## src/cfg_port_map.svh

```systemverilog
// Purpose: Offsets, field positions, reset values and timing figures of the load port.
// Assumes: APB byte addresses, 32-bit words, 25 ns core clock.
// Notes:   Definitions only.
`ifndef CFG_PORT_MAP_SVH
`define CFG_PORT_MAP_SVH

// ----------------------------------------------------------------
// Register offsets
// ----------------------------------------------------------------
`define CTRL_OFFSET        12'h000
`define LENGTH_OFFSET      12'h004
`define STATUS_OFFSET      12'h008
`define COUNT_OFFSET       12'h00C
`define LAST_DATA_OFFSET   12'h010
`define USER_OUT_OFFSET    12'h014

// ----------------------------------------------------------------
// Field positions and reset values
// ----------------------------------------------------------------
`define CTRL_FIELD_BITS    7
`define STATUS_STATE_LSB   0
`define STATUS_ERROR_BIT   3
`define STATUS_USER_BIT    4
`define STATUS_REQ_BIT     5
`define STATUS_RATIO_LSB   8
`define CTRL_RESET         7'h00
`define LENGTH_RESET       32'h0000_0100
`define USER_OUT_RESET     32'h0000_0000

// ----------------------------------------------------------------
// Timing figures
// ----------------------------------------------------------------
`define CLOCK_PERIOD_NS    25
`define REQ_TO_LOW_MAX_NS  600
`define STATUS_LOW_MIN_US  268
`define STATUS_LOW_MAX_US  1506
`define POR_DELAY_US       300
`define INIT_MIN_US        175
`define CFG_CLOCK_MAX_NS   10
`define USER_CLK_EN_PERIODS 4
`define USER_INIT_EDGES    8576
`define INIT_FALL_EDGES    2

`endif

```

## src/cfg_port_pkg.sv

```systemverilog
// Purpose: Types shared by the load port modules.
// Assumes: Nothing beyond the map header.
// Notes:   States follow a Gray path from power-on to user mode.
package cfg_port_pkg;

  typedef enum logic [2:0] {
    ST_POR   = 3'h0,
    ST_HOLD  = 3'h1,
    ST_LOAD  = 3'h3,
    ST_FLUSH = 3'h2,
    ST_START = 3'h6,
    ST_INIT  = 3'h7,
    ST_USER  = 3'h5
  } cfg_state_type;

  typedef enum logic [1:0] {
    WIDTH_8  = 2'h0,
    WIDTH_16 = 2'h1,
    WIDTH_32 = 2'h2
  } bus_width_type;

  typedef struct packed {
    logic          data_drive;
    logic          init_done_en;
    logic          user_clock_opt;
    logic          security;
    logic          decompress;
    bus_width_type width;
  } ctrl_type;

endpackage : cfg_port_pkg

```

## src/cfg_sync2.sv

```systemverilog
// Purpose: Two-stage synchroniser for a group of pins.
// Assumes: Inputs are asynchronous to the clock.
// Notes:   Only the second stage is visible outside.
`timescale 1ns/1ps
module cfg_sync2 #(
  parameter int WIDTH = 1
) (
  input  wire logic             clock,
  input  wire logic             rst_b,
  input  wire logic [WIDTH-1:0] async_in,
  output logic      [WIDTH-1:0] sync_out
);

  logic [WIDTH-1:0] stage1_reg;

  always_ff @(posedge clock) begin
    if (!rst_b) begin
      stage1_reg <= '0;
      sync_out   <= '0;
    end else begin
      stage1_reg <= async_in;
      sync_out   <= stage1_reg;
    end
  end

endmodule : cfg_sync2

```

## src/cfg_delay_timer.sv

```systemverilog
// Purpose: Loadable down counter that flags when a delay has run out.
// Assumes: Load has priority over counting.
// Notes:   The count starts from RESET_COUNT after reset.
`timescale 1ns/1ps
module cfg_delay_timer #(
  parameter int               WIDTH       = 17,
  parameter logic [WIDTH-1:0] RESET_COUNT = '0
) (
  input  wire logic             clock,
  input  wire logic             rst_b,
  input  wire logic             load,
  input  wire logic [WIDTH-1:0] load_value,
  output logic                  expired
);

  logic [WIDTH-1:0] count_reg;

  always_ff @(posedge clock) begin
    if (!rst_b) begin
      count_reg <= RESET_COUNT;
    end else if (load) begin
      count_reg <= load_value;
    end else if (count_reg != '0) begin
      count_reg <= count_reg - 1'b1;
    end
  end

  assign expired = (count_reg == '0);

endmodule : cfg_delay_timer

```

## src/cfg_parallel_port.sv

```systemverilog
// Purpose: Fast parallel configuration load port with APB control and status.
// Assumes: Pins are asynchronous and pass two flip-flops; open-drain pins are resolved outside.
// Notes:   Control bits must be set before the load starts.
//
// Decided for this implementation: the APB register port and the register offsets.
`timescale 1ns/1ps
`include "cfg_port_map.svh"

// Operation
// - Clock-per-word ratio follows width, decompression and security settings.
// - 8-bit mode uses bits 7..0, 16-bit mode bits 15..0.
// - In user mode request, status and complete are all high.
// - Status is held low for the power-on delay.
// - Complete stays low after power-up and during loading.
// - Complete is released only after all words arrive without error.
// - After completion two falling clock edges start initialization; then the configuration clock is ignored.
// - Init-done output is driven low until initialization ends, if enabled.
// - Data pins become user I/O after configuration.
// - Complete falls within 600 ns of the request falling.
// - Status falls within 600 ns of the request falling.
// - Status low pulse lasts between 268 and 1506 us.
// - Status rises within 1506 us of the request rising.
// - With the internal clock, user mode follows after the init delay.
// - With the user clock, wait four clock periods then 8576 user edges.
module cfg_parallel_port
  import cfg_port_pkg::*;
#(
  parameter int POR_CYCLES        = (`POR_DELAY_US * 1000) / `CLOCK_PERIOD_NS,
  parameter int STATUS_LOW_CYCLES =
    (`STATUS_LOW_MIN_US * 1000 + `CLOCK_PERIOD_NS - 1) / `CLOCK_PERIOD_NS,
  parameter int INIT_CYCLES       =
    (`INIT_MIN_US * 1000 + `CLOCK_PERIOD_NS - 1) / `CLOCK_PERIOD_NS,
  parameter int USER_INIT_EDGES   = `USER_INIT_EDGES
) (
  // Clock and reset
  input  wire logic        CLOCK,
  input  wire logic        RST_B,
  // APB slave
  input  wire logic        PSEL,
  input  wire logic        PENABLE,
  input  wire logic        PWRITE,
  input  wire logic [11:0] PADDR,
  input  wire logic [31:0] PWDATA,
  output logic      [31:0] PRDATA,
  output logic             PREADY,
  output logic             PSLVERR,
  // Configuration request and status
  input  wire logic        CONFIG_REQ_B,
  input  wire logic        STATUS_B_IN,
  output logic             STATUS_B_OUT,
  output logic             STATUS_B_OE_B,
  output logic             CFG_COMPLETE_OUT,
  output logic             CFG_COMPLETE_OE_B,
  // Clocks from the host
  input  wire logic        CFG_CLOCK,
  input  wire logic        USER_INIT_CLOCK,
  // Data pins
  input  wire logic [31:0] DATA_IN,
  output logic      [31:0] DATA_OUT,
  output logic             DATA_OE_B,
  // Initialization
  output logic             INIT_DONE_OUT,
  output logic             INIT_DONE_OE_B,
  output logic             USER_MODE
);

  // ----------------------------------------------------------------
  // Constants and helpers
  // ----------------------------------------------------------------
  localparam int TW               = 17;
  localparam int REQ_LOW_MAX_CYC  = `REQ_TO_LOW_MAX_NS / `CLOCK_PERIOD_NS;
  localparam int STATUS_MAX_CYC   = (`STATUS_LOW_MAX_US * 1000) / `CLOCK_PERIOD_NS;
  localparam int USER_EN_CYC      =
    (`USER_CLK_EN_PERIODS * `CFG_CLOCK_MAX_NS + `CLOCK_PERIOD_NS - 1) / `CLOCK_PERIOD_NS;

  function automatic logic [3:0] clock_ratio(input ctrl_type c);
    case (c.width)
      WIDTH_8:  clock_ratio = c.decompress ? 4'h2 : 4'h1;
      WIDTH_16: clock_ratio = c.decompress ? 4'h4 : (c.security ? 4'h2 : 4'h1);
      WIDTH_32: clock_ratio = c.decompress ? 4'h8 : (c.security ? 4'h4 : 4'h1);
      default:  clock_ratio = 4'h1;
    endcase
  endfunction : clock_ratio

  function automatic logic [31:0] width_mask(input bus_width_type w);
    case (w)
      WIDTH_8:  width_mask = 32'h0000_00FF;
      WIDTH_16: width_mask = 32'h0000_FFFF;
      default:  width_mask = 32'hFFFF_FFFF;
    endcase
  endfunction : width_mask

  // ----------------------------------------------------------------
  // Pin synchronisation and edge detection
  // ----------------------------------------------------------------
  logic [35:0] sync_bus;
  logic        req_s;
  logic        status_s;
  logic        clk_s;
  logic        uclk_s;
  logic [31:0] data_s;
  logic        clk_prev_reg;
  logic        uclk_prev_reg;

  cfg_sync2 #(.WIDTH(36)) pin_sync (
    .clock    (CLOCK),
    .rst_b    (RST_B),
    .async_in ({CONFIG_REQ_B, STATUS_B_IN, CFG_CLOCK, USER_INIT_CLOCK, DATA_IN}),
    .sync_out (sync_bus)
  );

  assign req_s    = sync_bus[35];
  assign status_s = sync_bus[34];
  assign clk_s    = sync_bus[33];
  assign uclk_s   = sync_bus[32];
  assign data_s   = sync_bus[31:0];

  always_ff @(posedge CLOCK) begin
    if (!RST_B) begin
      clk_prev_reg  <= 1'b0;
      uclk_prev_reg <= 1'b0;
    end else begin
      clk_prev_reg  <= clk_s;
      uclk_prev_reg <= uclk_s;
    end
  end

  wire cfg_rise  = clk_s & ~clk_prev_reg;
  wire cfg_fall  = ~clk_s & clk_prev_reg;
  wire uclk_rise = uclk_s & ~uclk_prev_reg;

  // ----------------------------------------------------------------
  // Registers and state
  // ----------------------------------------------------------------
  ctrl_type      ctrl_reg;
  logic [31:0]   length_reg;
  logic [31:0]   user_out_reg;
  cfg_state_type state_reg;
  cfg_state_type state_next;
  logic [3:0]    phase_reg;
  logic [31:0]   word_count_reg;
  logic [31:0]   last_data_reg;
  logic          error_reg;
  logic [1:0]    fall_count_reg;
  logic [13:0]   user_edges_reg;
  logic          timer_expired;
  logic          status_oe_b_reg;
  logic          complete_oe_b_reg;
  logic          init_done_oe_b_reg;
  logic          data_oe_b_reg;
  logic          user_mode_reg;

  // ----------------------------------------------------------------
  // Load path decoding
  // ----------------------------------------------------------------
  wire [3:0] ratio      = clock_ratio(ctrl_reg);
  wire       width_bad  = (ctrl_reg.width != WIDTH_8) && (ctrl_reg.width != WIDTH_16)
                          && (ctrl_reg.width != WIDTH_32);
  wire       clock_ok   = cfg_rise && status_s;
  wire       phase_wrap = (phase_reg == (ratio - 4'h1));
  wire       capture    = (state_reg == ST_LOAD) && clock_ok && (phase_reg == 4'h0);
  wire       last_word  = capture && ((word_count_reg + 32'h1) == length_reg);
  wire       load_ok    = last_word && !error_reg && !width_bad;
  wire       user_done  = (user_edges_reg == 14'(USER_INIT_EDGES));
  wire       enter_hold = (state_next == ST_HOLD) && (state_reg != ST_HOLD);
  wire       error_set  = capture && width_bad;

  // ----------------------------------------------------------------
  // Sequencer
  // ----------------------------------------------------------------
  always_comb begin
    state_next = state_reg;
    case (state_reg)
      ST_POR: begin
        if (timer_expired) begin
          state_next = req_s ? ST_LOAD : ST_HOLD;
        end
      end
      ST_HOLD: begin
        if (req_s && timer_expired) begin
          state_next = ST_LOAD;
        end
      end
      ST_LOAD: begin
        if (load_ok) begin
          state_next = (ratio == 4'h1) ? ST_START : ST_FLUSH;
        end
      end
      ST_FLUSH: begin
        if (clock_ok && phase_wrap) begin
          state_next = ST_START;
        end
      end
      ST_START: begin
        if (cfg_fall && (fall_count_reg == 2'(`INIT_FALL_EDGES - 1))) begin
          state_next = ST_INIT;
        end
      end
      ST_INIT: begin
        if (timer_expired && (!ctrl_reg.user_clock_opt || user_done)) begin
          state_next = ST_USER;
        end
      end
      ST_USER: begin
        state_next = ST_USER;
      end
      default: begin
        state_next = ST_POR;
      end
    endcase
    if (!req_s && (state_reg != ST_POR)) begin
      state_next = ST_HOLD;
    end
  end

  // Delay timer reload on entry to a timed state.
  wire          timer_load  = enter_hold || ((state_next == ST_INIT) && (state_reg != ST_INIT));
  wire [TW-1:0] timer_value = (state_next == ST_HOLD) ? TW'(STATUS_LOW_CYCLES) :
                              ctrl_reg.user_clock_opt ? TW'(USER_EN_CYC) :
                              TW'(INIT_CYCLES);

  cfg_delay_timer #(.WIDTH(TW), .RESET_COUNT(TW'(POR_CYCLES))) delay_timer (
    .clock      (CLOCK),
    .rst_b      (RST_B),
    .load       (timer_load),
    .load_value (timer_value),
    .expired    (timer_expired)
  );

  always_ff @(posedge CLOCK) begin
    if (!RST_B) begin
      state_reg <= ST_POR;
    end else begin
      state_reg <= state_next;
    end
  end

  always_ff @(posedge CLOCK) begin
    if (!RST_B || enter_hold) begin
      phase_reg      <= 4'h0;
      word_count_reg <= 32'h0;
    end else if (clock_ok && ((state_reg == ST_LOAD) || (state_reg == ST_FLUSH))) begin
      phase_reg      <= phase_wrap ? 4'h0 : (phase_reg + 4'h1);
      word_count_reg <= capture ? (word_count_reg + 32'h1) : word_count_reg;
    end
  end

  always_ff @(posedge CLOCK) begin
    if (!RST_B) begin
      last_data_reg <= 32'h0;
    end else if (capture) begin
      last_data_reg <= data_s & width_mask(ctrl_reg.width);
    end
  end

  // An error seen in the same cycle as the clear is kept.
  always_ff @(posedge CLOCK) begin
    if (!RST_B) begin
      error_reg <= 1'b0;
    end else if (error_set) begin
      error_reg <= 1'b1;
    end else if (enter_hold) begin
      error_reg <= 1'b0;
    end
  end

  always_ff @(posedge CLOCK) begin
    if (!RST_B || (state_reg != ST_START)) begin
      fall_count_reg <= 2'h0;
    end else if (cfg_fall) begin
      fall_count_reg <= fall_count_reg + 2'h1;
    end
  end

  always_ff @(posedge CLOCK) begin
    if (!RST_B || (state_reg != ST_INIT)) begin
      user_edges_reg <= 14'h0;
    end else if (timer_expired && uclk_rise && !user_done) begin
      user_edges_reg <= user_edges_reg + 14'h1;
    end
  end

  // ----------------------------------------------------------------
  // Pin drivers
  // ----------------------------------------------------------------
  wire status_drive   = (state_next == ST_POR) || (state_next == ST_HOLD) ||
                        error_reg || error_set;
  wire complete_drive = (state_next == ST_POR) || (state_next == ST_HOLD) ||
                        (state_next == ST_LOAD) || (state_next == ST_FLUSH);
  wire init_drive     = ctrl_reg.init_done_en &&
                        ((state_next == ST_START) || (state_next == ST_INIT));
  wire data_drive     = (state_next == ST_USER) && ctrl_reg.data_drive;

  always_ff @(posedge CLOCK) begin
    if (!RST_B) begin
      status_oe_b_reg    <= 1'b0;
      complete_oe_b_reg  <= 1'b0;
      init_done_oe_b_reg <= 1'b1;
      data_oe_b_reg      <= 1'b1;
      user_mode_reg      <= 1'b0;
    end else begin
      status_oe_b_reg    <= !status_drive;
      complete_oe_b_reg  <= !complete_drive;
      init_done_oe_b_reg <= !init_drive;
      data_oe_b_reg      <= !data_drive;
      user_mode_reg      <= (state_next == ST_USER);
    end
  end

  assign STATUS_B_OUT      = 1'b0;
  assign STATUS_B_OE_B     = status_oe_b_reg;
  assign CFG_COMPLETE_OUT  = 1'b0;
  assign CFG_COMPLETE_OE_B = complete_oe_b_reg;
  assign INIT_DONE_OUT     = 1'b0;
  assign INIT_DONE_OE_B    = init_done_oe_b_reg;
  assign DATA_OUT          = user_out_reg;
  assign DATA_OE_B         = data_oe_b_reg;
  assign USER_MODE         = user_mode_reg;

  // ----------------------------------------------------------------
  // APB slave
  // ----------------------------------------------------------------
  logic [31:0] prdata_reg;
  logic        pslverr_reg;

  wire sel_ctrl   = (PADDR == `CTRL_OFFSET);
  wire sel_length = (PADDR == `LENGTH_OFFSET);
  wire sel_status = (PADDR == `STATUS_OFFSET);
  wire sel_count  = (PADDR == `COUNT_OFFSET);
  wire sel_last   = (PADDR == `LAST_DATA_OFFSET);
  wire sel_user   = (PADDR == `USER_OUT_OFFSET);
  wire mapped     = sel_ctrl | sel_length | sel_status | sel_count | sel_last | sel_user;
  wire apb_setup  = PSEL && !PENABLE;
  wire apb_write  = PSEL && PENABLE && PWRITE;

  wire [31:0] status_word = {20'h0, ratio, 2'h0, req_s, user_mode_reg, error_reg, state_reg};
  wire [31:0] read_mux    = sel_ctrl   ? {25'h0, ctrl_reg} :
                            sel_length ? length_reg :
                            sel_status ? status_word :
                            sel_count  ? word_count_reg :
                            sel_last   ? last_data_reg :
                            sel_user   ? user_out_reg : 32'h0;

  always_ff @(posedge CLOCK) begin
    if (!RST_B) begin
      ctrl_reg     <= ctrl_type'(`CTRL_RESET);
      length_reg   <= `LENGTH_RESET;
      user_out_reg <= `USER_OUT_RESET;
    end else if (apb_write) begin
      ctrl_reg     <= sel_ctrl ? ctrl_type'(PWDATA[`CTRL_FIELD_BITS-1:0]) : ctrl_reg;
      length_reg   <= sel_length ? PWDATA : length_reg;
      user_out_reg <= sel_user ? PWDATA : user_out_reg;
    end
  end

  always_ff @(posedge CLOCK) begin
    if (!RST_B) begin
      prdata_reg  <= 32'h0;
      pslverr_reg <= 1'b0;
    end else if (apb_setup) begin
      prdata_reg  <= PWRITE ? 32'h0 : read_mux;
      pslverr_reg <= !mapped;
    end
  end

  assign PRDATA  = prdata_reg;
  assign PREADY  = 1'b1;
  assign PSLVERR = pslverr_reg & PSEL & PENABLE;

  // ----------------------------------------------------------------
  // Checks
  // ----------------------------------------------------------------
  logic [TW-1:0] low_cnt_reg;
  logic [TW-1:0] rel_cnt_reg;
  logic [TW-1:0] init_cnt_reg;

  always_ff @(posedge CLOCK) begin
    if (!RST_B) begin
      low_cnt_reg  <= '0;
      rel_cnt_reg  <= '0;
      init_cnt_reg <= '0;
    end else begin
      low_cnt_reg  <= STATUS_B_OE_B ? '0 : (low_cnt_reg + TW'(low_cnt_reg != '1));
      rel_cnt_reg  <= (req_s && !STATUS_B_OE_B && !error_reg) ?
                      (rel_cnt_reg + TW'(rel_cnt_reg != '1)) : '0;
      init_cnt_reg <= (state_reg == ST_INIT) ? (init_cnt_reg + TW'(init_cnt_reg != '1)) : '0;
    end
  end
endmodule : cfg_parallel_port

```

## config.mk

```make
export PLATFORM = sky130hd
export DESIGN_NAME = cfg_parallel_port
export DESIGN_NICKNAME = d
export VERILOG_FILES = /design/src/cfg_port_pkg.sv /design/src/cfg_sync2.sv /design/src/cfg_delay_timer.sv /design/src/cfg_parallel_port.sv
export VERILOG_INCLUDE_DIRS = /design/src
export SDC_FILE = /design/constraint.sdc
export NUM_CORES = 1
export LEC_CHECK = 0
export BUFFER_PORTS_ARGS = -buffer_cell sky130_fd_sc_hd__buf_2
export CAP_MARGIN = 0
export CORE_ASPECT_RATIO = 1.2
export CORE_MARGIN = 1.5
export CORE_UTILIZATION = 50
export CTS_BUF_LIST = sky130_fd_sc_hd__clkbuf_4 sky130_fd_sc_hd__clkbuf_8
export DETAILED_ROUTE_END_ITERATION = 8
export HOLD_SLACK_MARGIN = 0.08
export PLACE_DENSITY = 0.77
export SYNTH_ARGS = -nofsm -noshare
export SYNTH_HDL_FRONTEND = slang
export SYNTH_HIERARCHICAL = 1
export SYNTH_SLANG_ARGS = --single-unit
```

## constraint.sdc

```tcl
create_clock -name CLOCK -period 8.4 [get_ports CLOCK]
set_input_delay 0.84 -clock CLOCK [delete_from_list [all_inputs] [get_ports CLOCK]]
set_output_delay 0.84 -clock CLOCK [all_outputs]
set_load 0.02 [all_outputs]
```

==> results of run 1 <==
## cells by family after synthesis
| family | count (synthesis) | synth area share |
|---|---|---|
| other | 2 | 0.000578 |
| adder cells (fa/ha/maj) | 9 | 0.00866 |
| flip-flops | 288 | 0.444 |
| XOR/XNOR | 101 | 0.0681 |
| AND/OR/NAND/NOR | 701 | 0.272 |
| buffers and inverters | 148 | 0.0464 |
| AO/OA/AOI/OAI | 299 | 0.145 |
| multiplexers | 20 | 0.0157 |
## path summary, 6_finish.rpt
| path | startpoint | endpoint | depth (start not counted) |
|---|---|---|---|
| max | delay_timer/count_reg[7]$_SDFFE_PN1P_ | delay_timer/count_reg[15]$_SDFFE_PN0P_ | 15 |
| min | ctrl_reg[6]$_SDFFE_PN0P_ | DATA_OE_B$_SDFF_PN1_ | 1 |
| max reg2reg | delay_timer/count_reg[7]$_SDFFE_PN1P_ | delay_timer/count_reg[15]$_SDFFE_PN0P_ | 15 |
| min reg2reg | ctrl_reg[6]$_SDFFE_PN0P_ | DATA_OE_B$_SDFF_PN1_ | 1 |
## metal layers
metal / part of all wire / track usage / wire [um] / vias up
li1: - / - / - / 5531
met1: 0.43 / 0.341 / 14800 / 5201
met2: 0.46 / 0.401 / 15900 / 467
met3: 0.076 / 0.0477 / 2630 / 92
met4: 0.038 / 0.103 / 1320 / 0
met5: 0 / 0 / 0 / -
## worst register-to-register path, stage by stage, from the launching register on
cell     delay [ns]
dfxtp_1        0.34
or4_4          0.57
nor4_4         0.38
nand2_2        0.13
inv_2          0.31
nand2_1        0.09
a21o_1         0.16
a21oi_1        0.39
a21oi_1        0.13
or2_2          0.33
o21ai_1        0.08
buf_4          0.31
inv_1          0.19
nand2_1        0.13
nor2_2         0.05
a32o_1         0.22
## synthesized netlist by cell type, drive strengths merged, types with 4 or more instances
cell / number
and3: 11
a2111oi: 4
nand4: 27
o21ai: 30
nor4: 13
nand3: 73
a22oi: 8
nor2b: 9
dfxtp: 288
mux2i: 17
a21oi: 157
nand3b: 4
or4: 4
nand2: 254
nand2b: 25
a31oi: 6
clkbuf: 100
and2: 85
ha: 9
xnor2: 52
inv: 26
or3: 4
buf: 22
a222oi: 4
o31ai: 6
a221oi: 21
xor2: 49
nor3: 28
a2bb2oi: 21
nor4b: 4
o2111ai: 7
or2: 9
nor2: 139
o311ai: 8
## power groups by stage
stage          logic (uW)  clock network, uW  registers [uW]
2_1_floorplan        72.7                  0            1430
3_3_place_gp          110                  0            1430
3_5_place_dp          112                  0            1430
4_1_cts               114               1370            1400
5_1_grt               124               1430            1400
6_report              115               1340            1400
## stage by stage
step	instance area [um2]	util	hold WS, ns
4_1_cts	14800	0.581	0.422
5_1_grt	14800	0.581	0.432
6_report	14800	0.581	0.420
3_5_place_dp	13800	0.539	0.408
2_1_floorplan	13000	-	0.371
3_3_place_gp	13800	0.539	0.395
## final cells by class
cell class / instances / share of cell area
Multi-Input combinational cell: 1140 / 0.449
Sequential cell: 288 / 0.388
Clock buffer: 70 / 0.0607
Timing Repair Buffer: 163 / 0.0565
Tap cell: 330 / 0.0278
Clock inverter: 14 / 0.0115
Inverter: 26 / 0.00674
==> summary.md, run 1 <==
| Metric | Value |
|---|---|
| Largest net degree at the start of global routing | `93` |
| Post-synthesis sequential area ratio | `0.444` |
| Die X | `150 um` |
| Synth cell types | `77` |
| Max Root-Sink Buffers | `3` |
| Fmax | `255 MHz` |
| Slowest stage delay, CP | `0.57 ns` |
| Root Driver | `clkbuf_8` |
| Number of diodes | `0` |
| Post-DRT Antenna Nets | `0` |
| Number of clock buffers inserted by TritonCTS | `46` |
| Die span in y | `between 150 and 200 um` |
| Final Wtd Congestion | `0.971` |
| Top delay family on crit path | `simple AND/OR/NAND/NOR gates` |
| Slew headroom | `0.172` |
| Critical-path maximum fanout | `30` |
| Share of cells above drive strength 1 | `0.205` |
| Die ar. | `0.0270 mm2` |
| Pwr/cell area | `193 mW/mm2` |
| Gr usage total | `0.254` |
| # fillers | `~2300` |
| Top_reg_cell synth | `dfxtp_1` |
| Initial core utilization | `0.509` |
| CTS tree | `done` |
| CP max stage cell | `or4_4` |
| Synthesized flop and latch total | `between 200 and 300` |
| Syn Inst Count | `1568` |
| Ys async rst share | `0` |
| Critical path startpoint category | `flip-flop` |
| DR vias | `11300` |
| Final period utilization | `0.467` |
| Hold_buf cts | `0` |
| Nets@finish | `1759` |
| DRC viols | `0` |
| First-pass GRT wire length | `between 50000 and 60000 um` |
| # port buffers | `154` |
| Worst slew pin tran | `1.24 ns` |
| Pins over their slew limit | `0` |
| Switching share of power | `0.223` |
| Ranking of synthesized cells by area | `dfxtp_1, nand2_1, a21oi_1` |
| CORE AREA | `around 0.026 mm2` |
| Setup Viol. Count Final | `0` |
| Number of synthesized flops with an enable pin | `0` |
| Seq. cell area | `a little under 0.006 mm2` |
| Final min period | `about 3.9 ns` |
| Post-Syn Area | `0.0130 mm2` |
| Buffers and inverters on the worst path | `3` |
| Worst R2R Setup Slack | `4.48 ns` |
| Setup TNS Final | `0 ns` |
| Resized cells post-CTS | `0` |
| Share of power burned in registers | `0.491` |
| RSZ-0062 raised after global routing | `false` |
| DR pass1 iterations | `6` |
| Setup WS post-layout | `between 4 and 5 ns` |
| Worst hold path class | `flip-flop to flip-flop` |
| Worst-path clk slew | `0.07 ns` |
| Outcome | `completed` |
| WS Path Type | `flip-flop to flip-flop` |
| DRT iter0 DRCs | `1151` |
| Finished Layout Cells | `2031` |
| Fin. Hold Viols | `0` |
| DRT Wirelength | `34600 um` |
| Max Cap Viol | `0` |
| HPWL after DPL | `24600 um` |
| Clock sink count | `288` |
| CTS H-Tree Depth | `2` |
| Post-CTS Setup Inserts | `0` |
| WL per Instance | `17.0 um` |
| Cell Chain, Critical Path | `or4_4, nor4_4, nand2_2, inv_2, nand2_1, a21o_1, a21oi_1, a21oi_1, or2_2, o21ai_1, buf_4, inv_1, nand2_1, nor2_2, a32o_1` |
| Switching Power | `638 uW` |
| Multi-input gate area | `0.00666 mm2` |
| Mapped Avg Cell Area | `8.29 um2` |
| Worst Path Required | `8.88 ns` |
| Crit. End Element | `flip-flop` |
| Initial antenna violation count | `0` |
| Pre-CTS setup slack | `4.09 ns` |
| Post-synth top area share | `0.444` |
| Row Count | `64` |
| Yosys warnings | `6` |
| Commonest cells after routing, fill and taps aside | `dfxtp_1, nand2_1, a21oi_1, buf_2, nor2_1` |
| GR Overflow Total | `0` |
| Leak pwr | `0.00557 uW` |
| Total Power | `between 2000 and 3000 uW` |
| Placed insts | `a little under 2000` |
| Layout area overhead | `14.3%` |
| Comb power frac | `0.040` |
| Clock Power Share | `0.469` |
| I/O pins | `159` |
| Clock skew | `0.0358 ns` |
| Commonest non-fill, non-tap cell in the layout | `dfxtp_1` |
| DR vias/cell | `5.56` |
| Worst VDD drop | `0.118 mV` |
| Pint | `approximately 2200 uW` |
| Post-synth top area cell | `dfxtp_1` |
| Vias in the first global route | `10400` |
| Worst path arrival time | `4.40 ns` |
| Clk_lat worst skew | `0.59 ns` |
Power figures use the tool's default switching activity.
==> run 2: changes to the inputs <==
- clock period: 8.4 -> 4 ns (I/O delays scaled with it)
==> run 2 against run 1 <==
Combinational power rose by 130%. Core utilization rose by 2.1 points. Global-route usage rose by 1.2 points. Clock skew fell by 0.023 ns. Final cell count rose by 2.9%. Via count rose by 3.0%. Die area did not move.
==> summary.md, run 2 (synthesized netlist as in run 1, its figures left out) <==
| Metric | Value |
|---|---|
| Final Wtd Congestion | `0.969 (-0.13%)` |
| Reg2reg end | `delay_timer/count_reg[10]$_SDFFE_PN1P_` |
| Vias in the first global route | `11100 (+6.8%)` |
| Max Cap Viol | `0 (unchanged)` |
| CTS tree | `done` |
| Layout area overhead | `18.3%` |
| Post-DRT Antenna Nets | `0 (unchanged)` |
| Cells on worst reg2reg path | `14 (-1)` |
| CORE AREA | `0.0255 mm2 (unchanged)` |
| Nets@finish | `1817 (+3.3%)` |
| WL per Instance | `17.3 um (+1.4%)` |
| DRT Wirelength | `36100 um (+4.3%)` |
| Final min period | `3.41 ns (-0.510 ns)` |
| Total Power | `6010 uW (+110%)` |
| Setup Viol. Count Final | `0 (unchanged)` |
| DR pass1 iterations | `6 (unchanged)` |
| Number of clock buffers inserted by TritonCTS | `45 (-2.2%)` |
| Resized cells post-CTS | `0 (unchanged)` |
| Worst Path Required | `4.40 ns (-4.48 ns)` |
| Fmax | `293 MHz (+15%)` |
| DRT iter0 DRCs | `890 (-23%)` |
| Worst VDD drop | `0.422 mV (+260%)` |
| GR Overflow Total | `0 (unchanged)` |
| Die X | `150 um (unchanged)` |
| DRC viols | `0 (unchanged)` |
| Max Root-Sink Buffers | `3 (unchanged)` |
| # port buffers | `154 (unchanged)` |
| Die span in y | `180 um (unchanged)` |
| Hold_buf cts | `38 (+38)` |
| Outcome | `completed` |
| First-pass GRT wire length | `57600 um (+4.9%)` |
| HPWL after DPL | `25300 um (+3.1%)` |
| # fillers | `2208 (-5.6%)` |
| Pins over their slew limit | `0 (unchanged)` |
| Worst path arrival time | `3.81 ns (-0.59 ns)` |
| Post-CTS Setup Inserts | `0 (unchanged)` |
| Root Driver | `clkbuf_8` |
| Largest net degree at the start of global routing | `84 (-9.7%)` |
| Commonest cells after routing, fill and taps aside | `dfxtp_1, nand2_1, a21oi_1, buf_2, nor2_1` |
| Seq. cell area | `0.00577 mm2 (unchanged)` |
| Worst r2r src | `delay_timer/count_reg[7]$_SDFFE_PN1P_` |
| Clock skew | `0.0133 ns (-0.0226 ns)` |
| Leak pwr | `0.00582 uW (+4.5%)` |
| Initial antenna violation count | `1 (+1)` |
| Fin. Hold Viols | `0 (unchanged)` |
| Worst hold path class | `input pin to flip-flop` |
| DR vias | `11600 (+3.0%)` |
| Row Count | `64 (unchanged)` |
| I/O pins | `159 (unchanged)` |
| Multi-input gate area | `0.00666 mm2 (unchanged)` |
| Critical path startpoint category | `flip-flop` |
| WHS Path Cells | `3 (+2)` |
| Die ar. | `0.0270 mm2 (unchanged)` |
| Pwr/cell area | `391 mW/mm2 (+100%)` |
| Worst R2R Setup Slack | `0.59 ns (-3.89 ns)` |
| Gr usage total | `0.266 (+0.0118)` |
| Initial core utilization | `0.509 (unchanged)` |
| Critical-path maximum fanout | `15 (-50%)` |
| DR vias/cell | `5.57 (+0.13%)` |
| Hold EP | `DATA_OUT[29]$_SDFFE_PN0P_` |
| Worst Hold Launch | `PWDATA[29]` |
| Slew headroom | `0.198 (+0.0269)` |
| Commonest non-fill, non-tap cell in the layout | `dfxtp_1` |
| Worst-path clk slew | `0.07 ns (about the same)` |
| Final period utilization | `0.853 (+0.386)` |
| Share of cells above drive strength 1 | `0.209 (+0.00359)` |
| Setup TNS Final | `0 ns (unchanged)` |
| Clk_lat worst skew | `0.56 ns (-0.03 ns)` |
| CTS H-Tree Depth | `2 (unchanged)` |
| Crit. End Element | `flip-flop` |
| RSZ-0062 raised after global routing | `false` |
| Worst slew pin tran | `1.20 ns (-0.0432 ns)` |
| Clock sink count | `288 (unchanged)` |
| WS Path Type | `flip-flop to flip-flop` |
## run 2: critical path, cell delays in order (launching register included)
cell and delay [ns]:
dfxtp_1 0.34, or4_4 0.57, nor4_4 0.37, nand2_2 0.13, inv_2 0.08, nand2_1 0.05, a21o_1 0.15, a21oi_1 0.39
a21oi_1 0.14, or2_2 0.34, o21ai_1 0.14, buf_4 0.24, a2111oi_0 0.09, a31oi_1 0.16, nand3_1 0.08
## run 2: where the power goes
| part | total, uW | switching [uW] | internal, uW |
|---|---|---|---|
| Combinational | 269 | 143 | 126 |
| Sequential | 2940 | 26.5 | 2920 |
| Clock | 2800 | 1140 | 1650 |
| Total | 6010 | 1310 | 4700 |
## run 2: worst max-delay path by stage
| stage | slack [ns] | startpoint | endpoint | depth (start not counted) |
|---|---|---|---|---|
| finish | 0.59 | delay_timer/count_reg[7]$_SDFFE_PN1P_ | delay_timer/count_reg[10]$_SDFFE_PN1P_ | 14 |
| global route | 0.37 | delay_timer/count_reg[7]$_SDFFE_PN1P_ | delay_timer/count_reg[10]$_SDFFE_PN1P_ | 14 |
| CTS | 0.64 | delay_timer/count_reg[7]$_SDFFE_PN1P_ | delay_timer/count_reg[10]$_SDFFE_PN1P_ | 14 |
| detailed placement | 0.63 | delay_timer/count_reg[7]$_SDFFE_PN1P_ | delay_timer/count_reg[10]$_SDFFE_PN1P_ | 14 |
| global placement | 0.73 | delay_timer/count_reg[7]$_SDFFE_PN1P_ | delay_timer/count_reg[10]$_SDFFE_PN1P_ | 14 |
| floorplan | 0.62 | delay_timer/count_reg[7]$_SDFFE_PN1P_ | delay_timer/count_reg[7]$_SDFFE_PN1P_ | 15 |
## run 2: area by class of cell
| class | count | share of cell area |
|---|---|---|
| diodes | 1 | 0.000163 |
| clock buffers | 68 | 0.0564 |
| clock inverters | 14 | 0.0118 |
| inverters | 26 | 0.00651 |
| multi-input cells | 1140 | 0.433 |
| flip-flops and latches | 288 | 0.375 |
| well taps | 330 | 0.0268 |
| repair buffers | 222 | 0.0905 |
## run 2: per-stage QoR
step	instance area (um2)	hold WS [ns]	instances	utilization	worst slack, ns
global route	15400	0.0868	2088	0.602	0.365
detailed placement	13900	0.399	1967	0.546	0.631
global placement	13900	0.400	1967	0.546	0.728
floorplan	13000	0.371	1576	-	0.619
CTS	15400	0.0810	2087	0.602	0.637
finish	15400	0.103	2089	0.602	0.587
## run 2: per-layer routing
layer	track usage	wire, um	vias to the layer above
met2	0.427	17100	428
met1	0.356	15600	5478
li1	-	-	5649
met4	0.0976	962	0
met3	0.0480	2430	74
met5	0	0	-
